**config.mk**
```make
export PLATFORM = sky130hd
export DESIGN_NAME = iseq_top
export DESIGN_NICKNAME = d
export VERILOG_FILES = /design/src/common/iseq_pkg.sv /design/src/hdl/iseq_top.sv
export VERILOG_INCLUDE_DIRS = /design/src /design/src/common
export SDC_FILE = /design/constraint.sdc
export NUM_CORES = 1
export LEC_CHECK = 0
export ABC_AREA = 1
export BUFFER_PORTS_ARGS = -buffer_cell sky130_fd_sc_hd__buf_4
export CAP_MARGIN = 20
export CORE_MARGIN = 2
export CORE_UTILIZATION = 50
export DETAILED_ROUTE_END_ITERATION = 10
export PLACE_DENSITY = 0.8
export SLEW_MARGIN = 20
export SYNTH_ARGS = -nofsm -noshare
export SYNTH_HDL_FRONTEND = slang
export SYNTH_SLANG_ARGS = --single-unit
```
**constraint.sdc**
```tcl
create_clock -name clk -period 3.68 [get_ports clk]
set_input_delay 0.552 -clock clk [delete_from_list [all_inputs] [get_ports clk]]
set_output_delay 0.552 -clock clk [all_outputs]
set_load 0.01 [all_outputs]
```
**src/common/iseq_defs.svh**
```systemverilog
// Behaviour
// [RULE_01] Divide oscillator by four into four phases
// [RULE_02] Increment PC at phase one, latch at four
// [RULE_03] Fetch next while executing current instruction
// [RULE_04] PC-changing instructions take two cycles
// [RULE_05] Present at phase one, execute phases two-four
// [RULE_06] Operand read phase two, write phase four
// [RULE_07] Absolute jump loads PC bits 8:0 from immediate
// [RULE_08] Status bit 5 supplies PC bit 9
// [RULE_09] Low PC latch maps onto PC 7:0
// [RULE_10] Call or latch write clears PC bit 8
// [RULE_11] Reset points PC at last location, then wraps
// [RULE_12] Reset clears page preselect bits
// [RULE_13] Two-level 12-bit return stack, no direct access
// [RULE_14] Call shifts level one down, pushes PC+1
// [RULE_15] Return pops level one, copies level two up
// [RULE_16] Return loads working register with literal
// [RULE_17] Reset leaves stack contents unchanged
// [RULE_18] No overflow or underflow indication
// [RULE_19] Taken branch flushes prefetch as no-op
`ifndef ISEQ_DEFS_SVH
`define ISEQ_DEFS_SVH
`define ISEQ_PC_W 10
`define ISEQ_INSN_W 12
`define ISEQ_STK_W 12
`define ISEQ_PC_RESET 10'h3ff
`define ISEQ_PAGE_BIT 5
`define ISEQ_NOP 12'h000
`define ISEQ_PH_LAST 2'h3
`endif

```
**src/common/iseq_pkg.sv**
```systemverilog
package iseq_pkg;
   typedef enum logic [1:0] {ISEQ_PH1, ISEQ_PH2, ISEQ_PH3, ISEQ_PH4} iseq_phase_t;
   // Decoded controls presented by the instruction decoder
   typedef struct packed {
      logic jump;
      logic call;
      logic ret;
      logic pcl_write;
      logic [8:0] target;
      logic [7:0] literal;
   } iseq_ctrl_t;
   typedef struct packed {
      logic rd_en;
      logic wr_en;
      logic [7:0] wdata;
   } iseq_dmem_t;
endpackage : iseq_pkg

```
**src/hdl/iseq_top.sv**
```systemverilog
`timescale 1ns/100ps
`default_nettype none
`include "iseq_defs.svh"
module iseq_top
   import iseq_pkg::*;
(
   input wire logic clk,
   input wire logic rst,
   input wire logic [`ISEQ_INSN_W-1:0] prog_data,
   input wire iseq_ctrl_t ctrl,
   input wire logic [7:0] result,
   input wire logic [7:0] status_wdata,
   input wire logic status_we,
   output logic [`ISEQ_PC_W-1:0] prog_addr,
   output logic [`ISEQ_INSN_W-1:0] instruction_holding_register,
   output logic phase_one,
   output logic phase_two,
   output logic phase_three,
   output logic phase_four,
   output iseq_dmem_t dmem,
   output logic [7:0] w_data,
   output logic w_load,
   output logic [7:0] status_reg,
   output logic flushing
);
   // ==========================================
   // Phase generator
   iseq_phase_t ph_ff, nxt_ph;
   always_comb begin
      nxt_ph = iseq_phase_t'(ph_ff + 2'h1); // RULE_01
   end
   always_ff @(posedge clk or posedge rst) begin
      if (rst) begin
         ph_ff <= ISEQ_PH1;
      end else begin
         ph_ff <= nxt_ph;
      end
   end
   assign phase_one = (ph_ff == ISEQ_PH1);
   assign phase_two = (ph_ff == ISEQ_PH2);
   assign phase_three = (ph_ff == ISEQ_PH3);
   assign phase_four = (ph_ff == ISEQ_PH4);

   // ==========================================
   // Program counter, pipeline, stack
   logic [`ISEQ_PC_W-1:0] pc_ff, nxt_pc;
   logic [`ISEQ_INSN_W-1:0] ir_ff, nxt_ir;
   logic [`ISEQ_STK_W-1:0] stk1_ff, nxt_stk1, stk2_ff, nxt_stk2;
   logic [7:0] status_ff, nxt_status, w_ff, nxt_w;
   logic flush_ff, nxt_flush, wload_ff, nxt_wload;
   logic branch;
   logic [`ISEQ_PC_W-1:0] target;
   // Controls are only honoured while a real instruction executes
   always_comb begin
      branch = !flush_ff && (ctrl.jump || ctrl.call || ctrl.ret || ctrl.pcl_write);
      target = pc_ff;
      if (ctrl.jump) begin
         target = {status_ff[`ISEQ_PAGE_BIT], ctrl.target}; // RULE_07 RULE_08
      end else if (ctrl.call) begin
         target = {status_ff[`ISEQ_PAGE_BIT], 1'b0, ctrl.target[7:0]}; // RULE_10
      end else if (ctrl.pcl_write) begin
         target = {status_ff[`ISEQ_PAGE_BIT], 1'b0, result}; // RULE_09 RULE_10
      end else if (ctrl.ret) begin
         target = stk1_ff[`ISEQ_PC_W-1:0]; // RULE_15
      end
   end
   always_comb begin
      nxt_pc = pc_ff;
      nxt_ir = ir_ff;
      nxt_stk1 = stk1_ff;
      nxt_stk2 = stk2_ff;
      nxt_status = status_ff;
      nxt_w = w_ff;
      nxt_flush = flush_ff;
      nxt_wload = 1'b0;
      // Held in a no-op cycle so the target (or reset vector) is fetched
      if (phase_one && !flush_ff) begin
         nxt_pc = pc_ff + 10'h001; // RULE_02 RULE_11
      end
      if (phase_four) begin
         nxt_ir = prog_data; // RULE_02 RULE_03 RULE_05
         nxt_flush = 1'b0;
         if (status_we && !flush_ff) begin
            nxt_status = status_wdata;
         end
         if (branch) begin
            nxt_pc = target; // RULE_04
            nxt_ir = `ISEQ_NOP; // RULE_19
            nxt_flush = 1'b1; // RULE_19
            if (ctrl.call) begin
               nxt_stk2 = stk1_ff; // RULE_14
               nxt_stk1 = {2'h0, pc_ff}; // RULE_13 RULE_14
            end else if (ctrl.ret) begin
               nxt_stk1 = stk2_ff; // RULE_15 RULE_18
               nxt_w = ctrl.literal; // RULE_16
               nxt_wload = 1'b1;
            end
         end
      end
   end
   always_ff @(posedge clk or posedge rst) begin
      if (rst) begin
         pc_ff <= `ISEQ_PC_RESET; // RULE_11
         ir_ff <= `ISEQ_NOP;
         status_ff <= 8'h00; // RULE_12
         w_ff <= 8'h00;
         flush_ff <= 1'b1;
         wload_ff <= 1'b0;
      end else begin
         pc_ff <= nxt_pc;
         ir_ff <= nxt_ir;
         status_ff <= nxt_status;
         w_ff <= nxt_w;
         flush_ff <= nxt_flush;
         wload_ff <= nxt_wload;
      end
   end
   // Stack deliberately outside reset
   always_ff @(posedge clk) begin
      stk1_ff <= nxt_stk1; // RULE_17
      stk2_ff <= nxt_stk2; // RULE_17
   end

   // ==========================================
   // Outputs
   assign prog_addr = pc_ff;
   assign instruction_holding_register = ir_ff;
   // One driver for the whole carrier
   assign dmem = '{rd_en: phase_two && !flush_ff, wr_en: phase_four && !flush_ff, wdata: result}; // RULE_06
   assign w_data = w_ff;
   assign w_load = wload_ff;
   assign status_reg = status_ff;
   assign flushing = flush_ff;

   // ==========================================
   // Checks
   a_phase_order: assert property (@(posedge clk) disable iff (rst)
      phase_four |=> phase_one) else $error("phase order broken"); // RULE_01
   a_pc_inc: assert property (@(posedge clk) disable iff (rst)
      phase_one && !flush_ff |=> pc_ff == $past(pc_ff) + 10'h001) else $error("pc not incremented"); // RULE_02
   a_flush_hold: assert property (@(posedge clk) disable iff (rst)
      phase_one && flush_ff |=> pc_ff == $past(pc_ff)) else $error("pc moved in no-op"); // RULE_19
   a_flush_refuse: assert property (@(posedge clk) disable iff (rst)
      phase_four && flush_ff |=> status_ff == $past(status_ff) && !flush_ff) else $error("refuse"); // RULE_19
   a_read_phase: assert property (@(posedge clk) disable iff (rst)
      dmem.rd_en |-> phase_two) else $error("read phase"); // RULE_06
   a_wload_pulse: assert property (@(posedge clk) disable iff (rst)
      w_load |=> !w_load) else $error("w load not a pulse"); // RULE_16
   a_pcl_load: assert property (@(posedge clk) disable iff (rst)
      phase_four && branch && !ctrl.jump && !ctrl.call && ctrl.pcl_write
      |=> !pc_ff[8] && pc_ff[7:0] == $past(result)) else $error("pcl load"); // RULE_09
   a_flush_nop: assert property (@(posedge clk) disable iff (rst)
      phase_four && branch |=> ir_ff == `ISEQ_NOP && flush_ff) else $error("no flush"); // RULE_19
   a_call_push: assert property (@(posedge clk) disable iff (rst)
      phase_four && branch && ctrl.call |=> stk2_ff == $past(stk1_ff)) else $error("push bad"); // RULE_14
   a_ret_pop: assert property (@(posedge clk) disable iff (rst)
      phase_four && branch && !ctrl.jump && !ctrl.call && !ctrl.pcl_write && ctrl.ret
      |=> pc_ff == $past(stk1_ff[9:0]) && w_ff == $past(ctrl.literal)) else $error("pop bad"); // RULE_15
   a_jump_page: assert property (@(posedge clk) disable iff (rst)
      phase_four && branch && ctrl.jump |=> pc_ff[9] == $past(status_ff[5])) else $error("page"); // RULE_08
   a_call_bit8: assert property (@(posedge clk) disable iff (rst)
      phase_four && branch && !ctrl.jump && ctrl.call |=> !pc_ff[8]) else $error("bit8"); // RULE_10
   a_dmem_phase: assert property (@(posedge clk) disable iff (rst)
      dmem.wr_en |-> phase_four ##2 !dmem.wr_en) else $error("write phase"); // RULE_06
   c_call: cover property (@(posedge clk) phase_four && branch && ctrl.call);
   c_ret: cover property (@(posedge clk) phase_four && branch && ctrl.ret);
   c_jump: cover property (@(posedge clk) phase_four && branch && ctrl.jump);
   c_pcl: cover property (@(posedge clk) phase_four && branch && ctrl.pcl_write);
endmodule : iseq_top
`default_nettype wire

```
; ---- Word-level counts from Yosys, hierarchy flattened
; Cells that the tools add are included.
; Widths: inputs -> output; s select.
[word_totals]
in_bits = 52
out_inout_bits = 54
regBits = 66
[classes]
bitwise_logic = 1
eq_ne = 4
n_reduce_logical = 15
add_sub_neg = 2
muxes = 15
[op_table]
columns = cell, count
row1 = $mux 10, 8
row2 = $mux 12, 2
row3 = $add 10x1->10 const B, 1
row4 = $ne 6x6->1 const B, 1
row5 = $reduce_and 3->1, 2
row6 = $logic_and 1x1->1, 5
row7 = $mux 1, 5
row8 = $eq 2x2->1 const B, 2
row9 = $reduce_and 4->1, 1
row10 = $logic_or 1x1->1, 3
row11 = $add 2x1->2 const B, 1
row12 = $eq 2x1->1 const B, 1
row13 = $logic_not 2->1, 1
row14 = $reduce_and 2->1, 1
row15 = $reduce_bool 2->1, 1
row16 = $logic_not 1->1, 1
row17 = $not 1->1, 1

; ---- Longest topological paths before layout
[depth]
word_depth = 6
mapped_depth = 9
depth_no_buf = 9

; ---- Least setup slack after synthesis
; OpenSTA, ideal clock, no wires.
[synth_timing]
kind = register to register
startpoint = register ph_ff[0]
endpoint = register stk1_ff[0] (enable)
arrival_time_ns = 1.671
setup_slack_ns = 1.629
stages_incl_launch_ff = 7
t_required_ns = 3.300
path_cell_list = dfrtp_1 > ha_1 > inv_2 > nor2_8 > o21ai_4 > buf_6 > a21oi_1
[synth_via]
elab_chain_len = 2
[synth_rtl]
columns = item, line_no
row1 = from (decl), iseq_top.sv:28  ; iseq_phase_t ph_ff, nxt_ph;
row2 = from (signal assigned), iseq_top.sv:36  ; ph_ff <= nxt_ph;
row3 = $eq 2x2->1, iseq_top.sv:42  ; assign phase_four = (ph_ff == ISEQ_PH4);
row4 = via phase_four, iseq_top.sv:19  ; output logic phase_four,
row5 = $reduce_and 3->1 (no source line), -
row6 = to (signal assigned), iseq_top.sv:120  ; stk1_ff <= nxt_stk1;
row7 = to (decl), iseq_top.sv:48  ; logic [`ISEQ_STK_W-1:0] stk1_ff, nxt_stk1, stk2_ff, nxt_stk2;
; The timed path passes the listed nets, and every way through them passes these cells.
; A chain may end at the register's enable or synchronous reset.

; ---- Worst setup path in the final report
[layout_timing]
startpoint = register ph_ff[0]
endpoint = register stk1_ff[4] (enable)
[layout_via]
elab_chain_len = 2
[layout_rtl]
columns = item, line_no
row1 = $eq 2x2->1, iseq_top.sv:42
row2 = $reduce_and 3->1 (no source line), -
; No other way between the ends.

==> results.json <==
{
  "ys_ff_latch": 62,
  "fin_util_pct": 67.3,
  "p_sw_uw": 511,
  "cts_max_level": 3,
  "clk_pin_slew_ns": 0.07,
  "yosys_warnings": 0,
  "grt_pass1_wl_mm": 11.4,
  "layout_commonest_cell": "nand2_1",
  "synthTopCellsByArea": "dfrtp_1, edfxtp_1, nand2_1",
  "dr_total_vias": 2536,
  "synthCells": 322,
  "die_x_um": 81.2,
  "swShare_pct": 28.8,
  "area_growth_pct": 32.2,
  "die_h_um": 81.2,
  "antenna_cells": 0,
  "grt_max_degree": 23,
  "post-cts-setup-buffer-count": 0,
  "min_path_type": "primary input to async pin",
  "cts_made_buffers": 9,
  "cp_slowest_cell": "a21oi_1",
  "dr.pass1.iters": 4,
  "worstPathMaxFanout": 15,
  "ys_types": 29,
  "finalCritPeriodShare_pct": 68.6,
  "cp-startpoint": "ph_ff[0]$_DFF_PP0_",
  "cp.arrival_ns": 2.48,
  "grt-ovfl-total": 0,
  "power.share.sequential_pct": 49.1,
  "rsz0062_at_grt": "no",
  "max_stage_delay_ns": 0.72,
  "cp-end-kind": "flop",
  "report.final.setup_viol": 0,
  "routabilityCongestion": 0.814,
  "timing.rr.end": "stk1_ff[4]$_DFFE_PP_",
  "die-area_um2": 6590,
  "max-cap-violations": 0,
  "path_cells": "ha_1, inv_2, nor2_8, o21ai_4, a21oi_1",
  "netlist_area_um2": 2980,
  "required_ns": 3.64,
  "layout_common_cells": "nand2_1, buf_4, o21ai_0",
  "vias_per_cell": 5.04,
  "initial_core_util_pct": 50.9,
  "tritoncts": "done",
  "cts_resized": 0,
  "cts_hold_repair.buffers": 0,
  "antenna_left": 0,
  "startpoint_type": "flop",
  "endpoint": "stk1_ff[4]$_DFFE_PP_",
  "p_leak_uw": 0.00197,
  "avgRoutedWirePerCell_um": 14.2,
  "r2r_setup_slack_ns": 1.15,
  "criticalPathCategory": "flop to flop",
  "fin_tns_setup_ns": 0,
  "slew_headroom_pct": 40.0,
  "tightestPinTransition_ns": 0.900,
  "syn_nets": 379,
  "min_period_ns": 2.53,
  "fin_nets": 480,
  "run_status": "completed",
  "fp-row-count": 28,
  "power_density_nw_per_um2": 449,
  "maxSlewViolCount": 0,
  "postSynthAreaPerCell_um2": 9.25,
  "synth-seq-area-share_pct": 55.9,
  "ir_drop_mv": 0.348,
  "wl_mm": 7.13,
  "synthDominantCellAreaShare_pct": 26.0,
  "yosysTopAreaCell": "dfrtp_1",
  "drc": 0,
  "cts-root-buf": "clkbuf_8",
  "largest_reg_flops": 12,
  "power_frac_comb_pct": 20.1,
  "antenna_found_initial": 0,
  "fin_skew_ns": 0.00559,
  "ios": 106,
  "drt_iter0_drc": 135,
  "hold_violations": 0,
  "fmax_mhz": 396,
  "clk_path_buf_depth": 2,
  "grtUsageTotal_pct": 23.2,
  "drive_above_1_share_pct": 37.4,
  "internal_power_uw": 1260,
  "io_buffers": 105,
  "reg2reg_depth": 5,
  "hpwl_mm": 5.48,
  "r2r-start": "ph_ff[0]$_DFF_PP0_",
  "clkLatencyLatePin_ns": 0.33,
  "grt_pass1_vias": 2477,
  "clkPwrFrac_pct": 30.8,
  "coreArea_um2": 5850,
  "cts_sinks": 62
}
==> synth_stat cells, drive strengths merged <==
master    n
nand2   128
xor2      2
o21ai    40
a21oi     2
clkbuf    4
nand3    10
edfxtp   20
buf      12
inv      26
nor2     20
nand4     3
dfstp    11
dfrtp    31
mux2      8
ha        5
==> critical path: cells and delay by family (launching register included) <==
family | cells | cell delay (ns)
compound gates | 2 | 0.86
fa+ha+maj | 1 | 0.48
buf+inv | 1 | 0.24
flops | 1 | 0.38
simple gates | 1 | 0.19
==> kinds of logic (layout without fill, tap and decap cells) <==
kind of cell / after synthesis / count (layout) / share of synthesized area [%]
multiplexers: 8 / 8 / 3.02
AND/OR/NAND/NOR: 161 / 161 / 23.3
flip-flops: 62 / 62 / 55.9
adder cells (fa/ha/maj): 5 / 5 / 2.10
buffers and inverters: 42 / 148 / 7.27
AO/OA/AOI/OAI: 42 / 42 / 7.81
XOR/XNOR: 2 / 2 / 0.588
==> how the worst min path moves through the flow <==
stage,startpoint,end,slack (ns),depth (start not counted)
3_5_place_dp,stk1_ff[6]$_DFFE_PP_,stk2_ff[6]$_DFFE_PP_,0.44,0
4_1_cts,rst,instruction_holding_register[5]$_DFFE_PP0P_,0.38,2
5_1_grt,ctrl[7],w_data[7]$_DFFE_PP0P_,0.42,3
2_1_floorplan,stk1_ff[1]$_DFFE_PP_,stk2_ff[1]$_DFFE_PP_,0.42,0
3_3_place_gp,stk1_ff[1]$_DFFE_PP_,stk2_ff[1]$_DFFE_PP_,0.44,0
6_report,rst,instruction_holding_register[11]$_DFFE_PP0P_,0.36,2
==> per-stage QoR <==
step,hold WS [ns],cells,setup slack (ns),total power (uW),instance area (um2)
global route,0.421,503,0.853,1850,3940
detailed placement,0.441,487,1.18,1240,3750
global placement,0.444,487,1.28,1220,3750
finish,0.363,503,1.15,1770,3940
floorplan,0.421,322,1.63,1040,2980
CTS,0.376,503,1.14,1780,3940
==> area by class of cell <==
| class | count | area (um2) |
|---|---|---|
| multi-input cells | 218 | 1100 |
| clock inverters | 5 | 32.5 |
| clock buffers | 11 | 151 |
| inverters | 26 | 103 |
| well taps | 75 | 93.8 |
| fillers | 452 | 1910 |
| flip-flops and latches | 62 | 1670 |
| repair buffers | 106 | 796 |
==> power by group through the flow <==
stage	clock network, uW	logic (uW)	registers, uW
floorplan	0	146	893
global placement	0	349	875
detailed placement	0	361	879
CTS	551	361	869
global route	577	398	878
finish	546	355	869
==> metal layers <==
metal | track usage, % | vias up | part of all wire, %
met5 | 0 | - | 0
met4 | 11.0 | 0 | 2.0
met3 | 5.89 | 14 | 9.2
met2 | 35.9 | 133 | 46
met1 | 30.7 | 1159 | 43
li1 | - | 1230 | -
No activity file was read; power rests on OpenSTA's default activity.
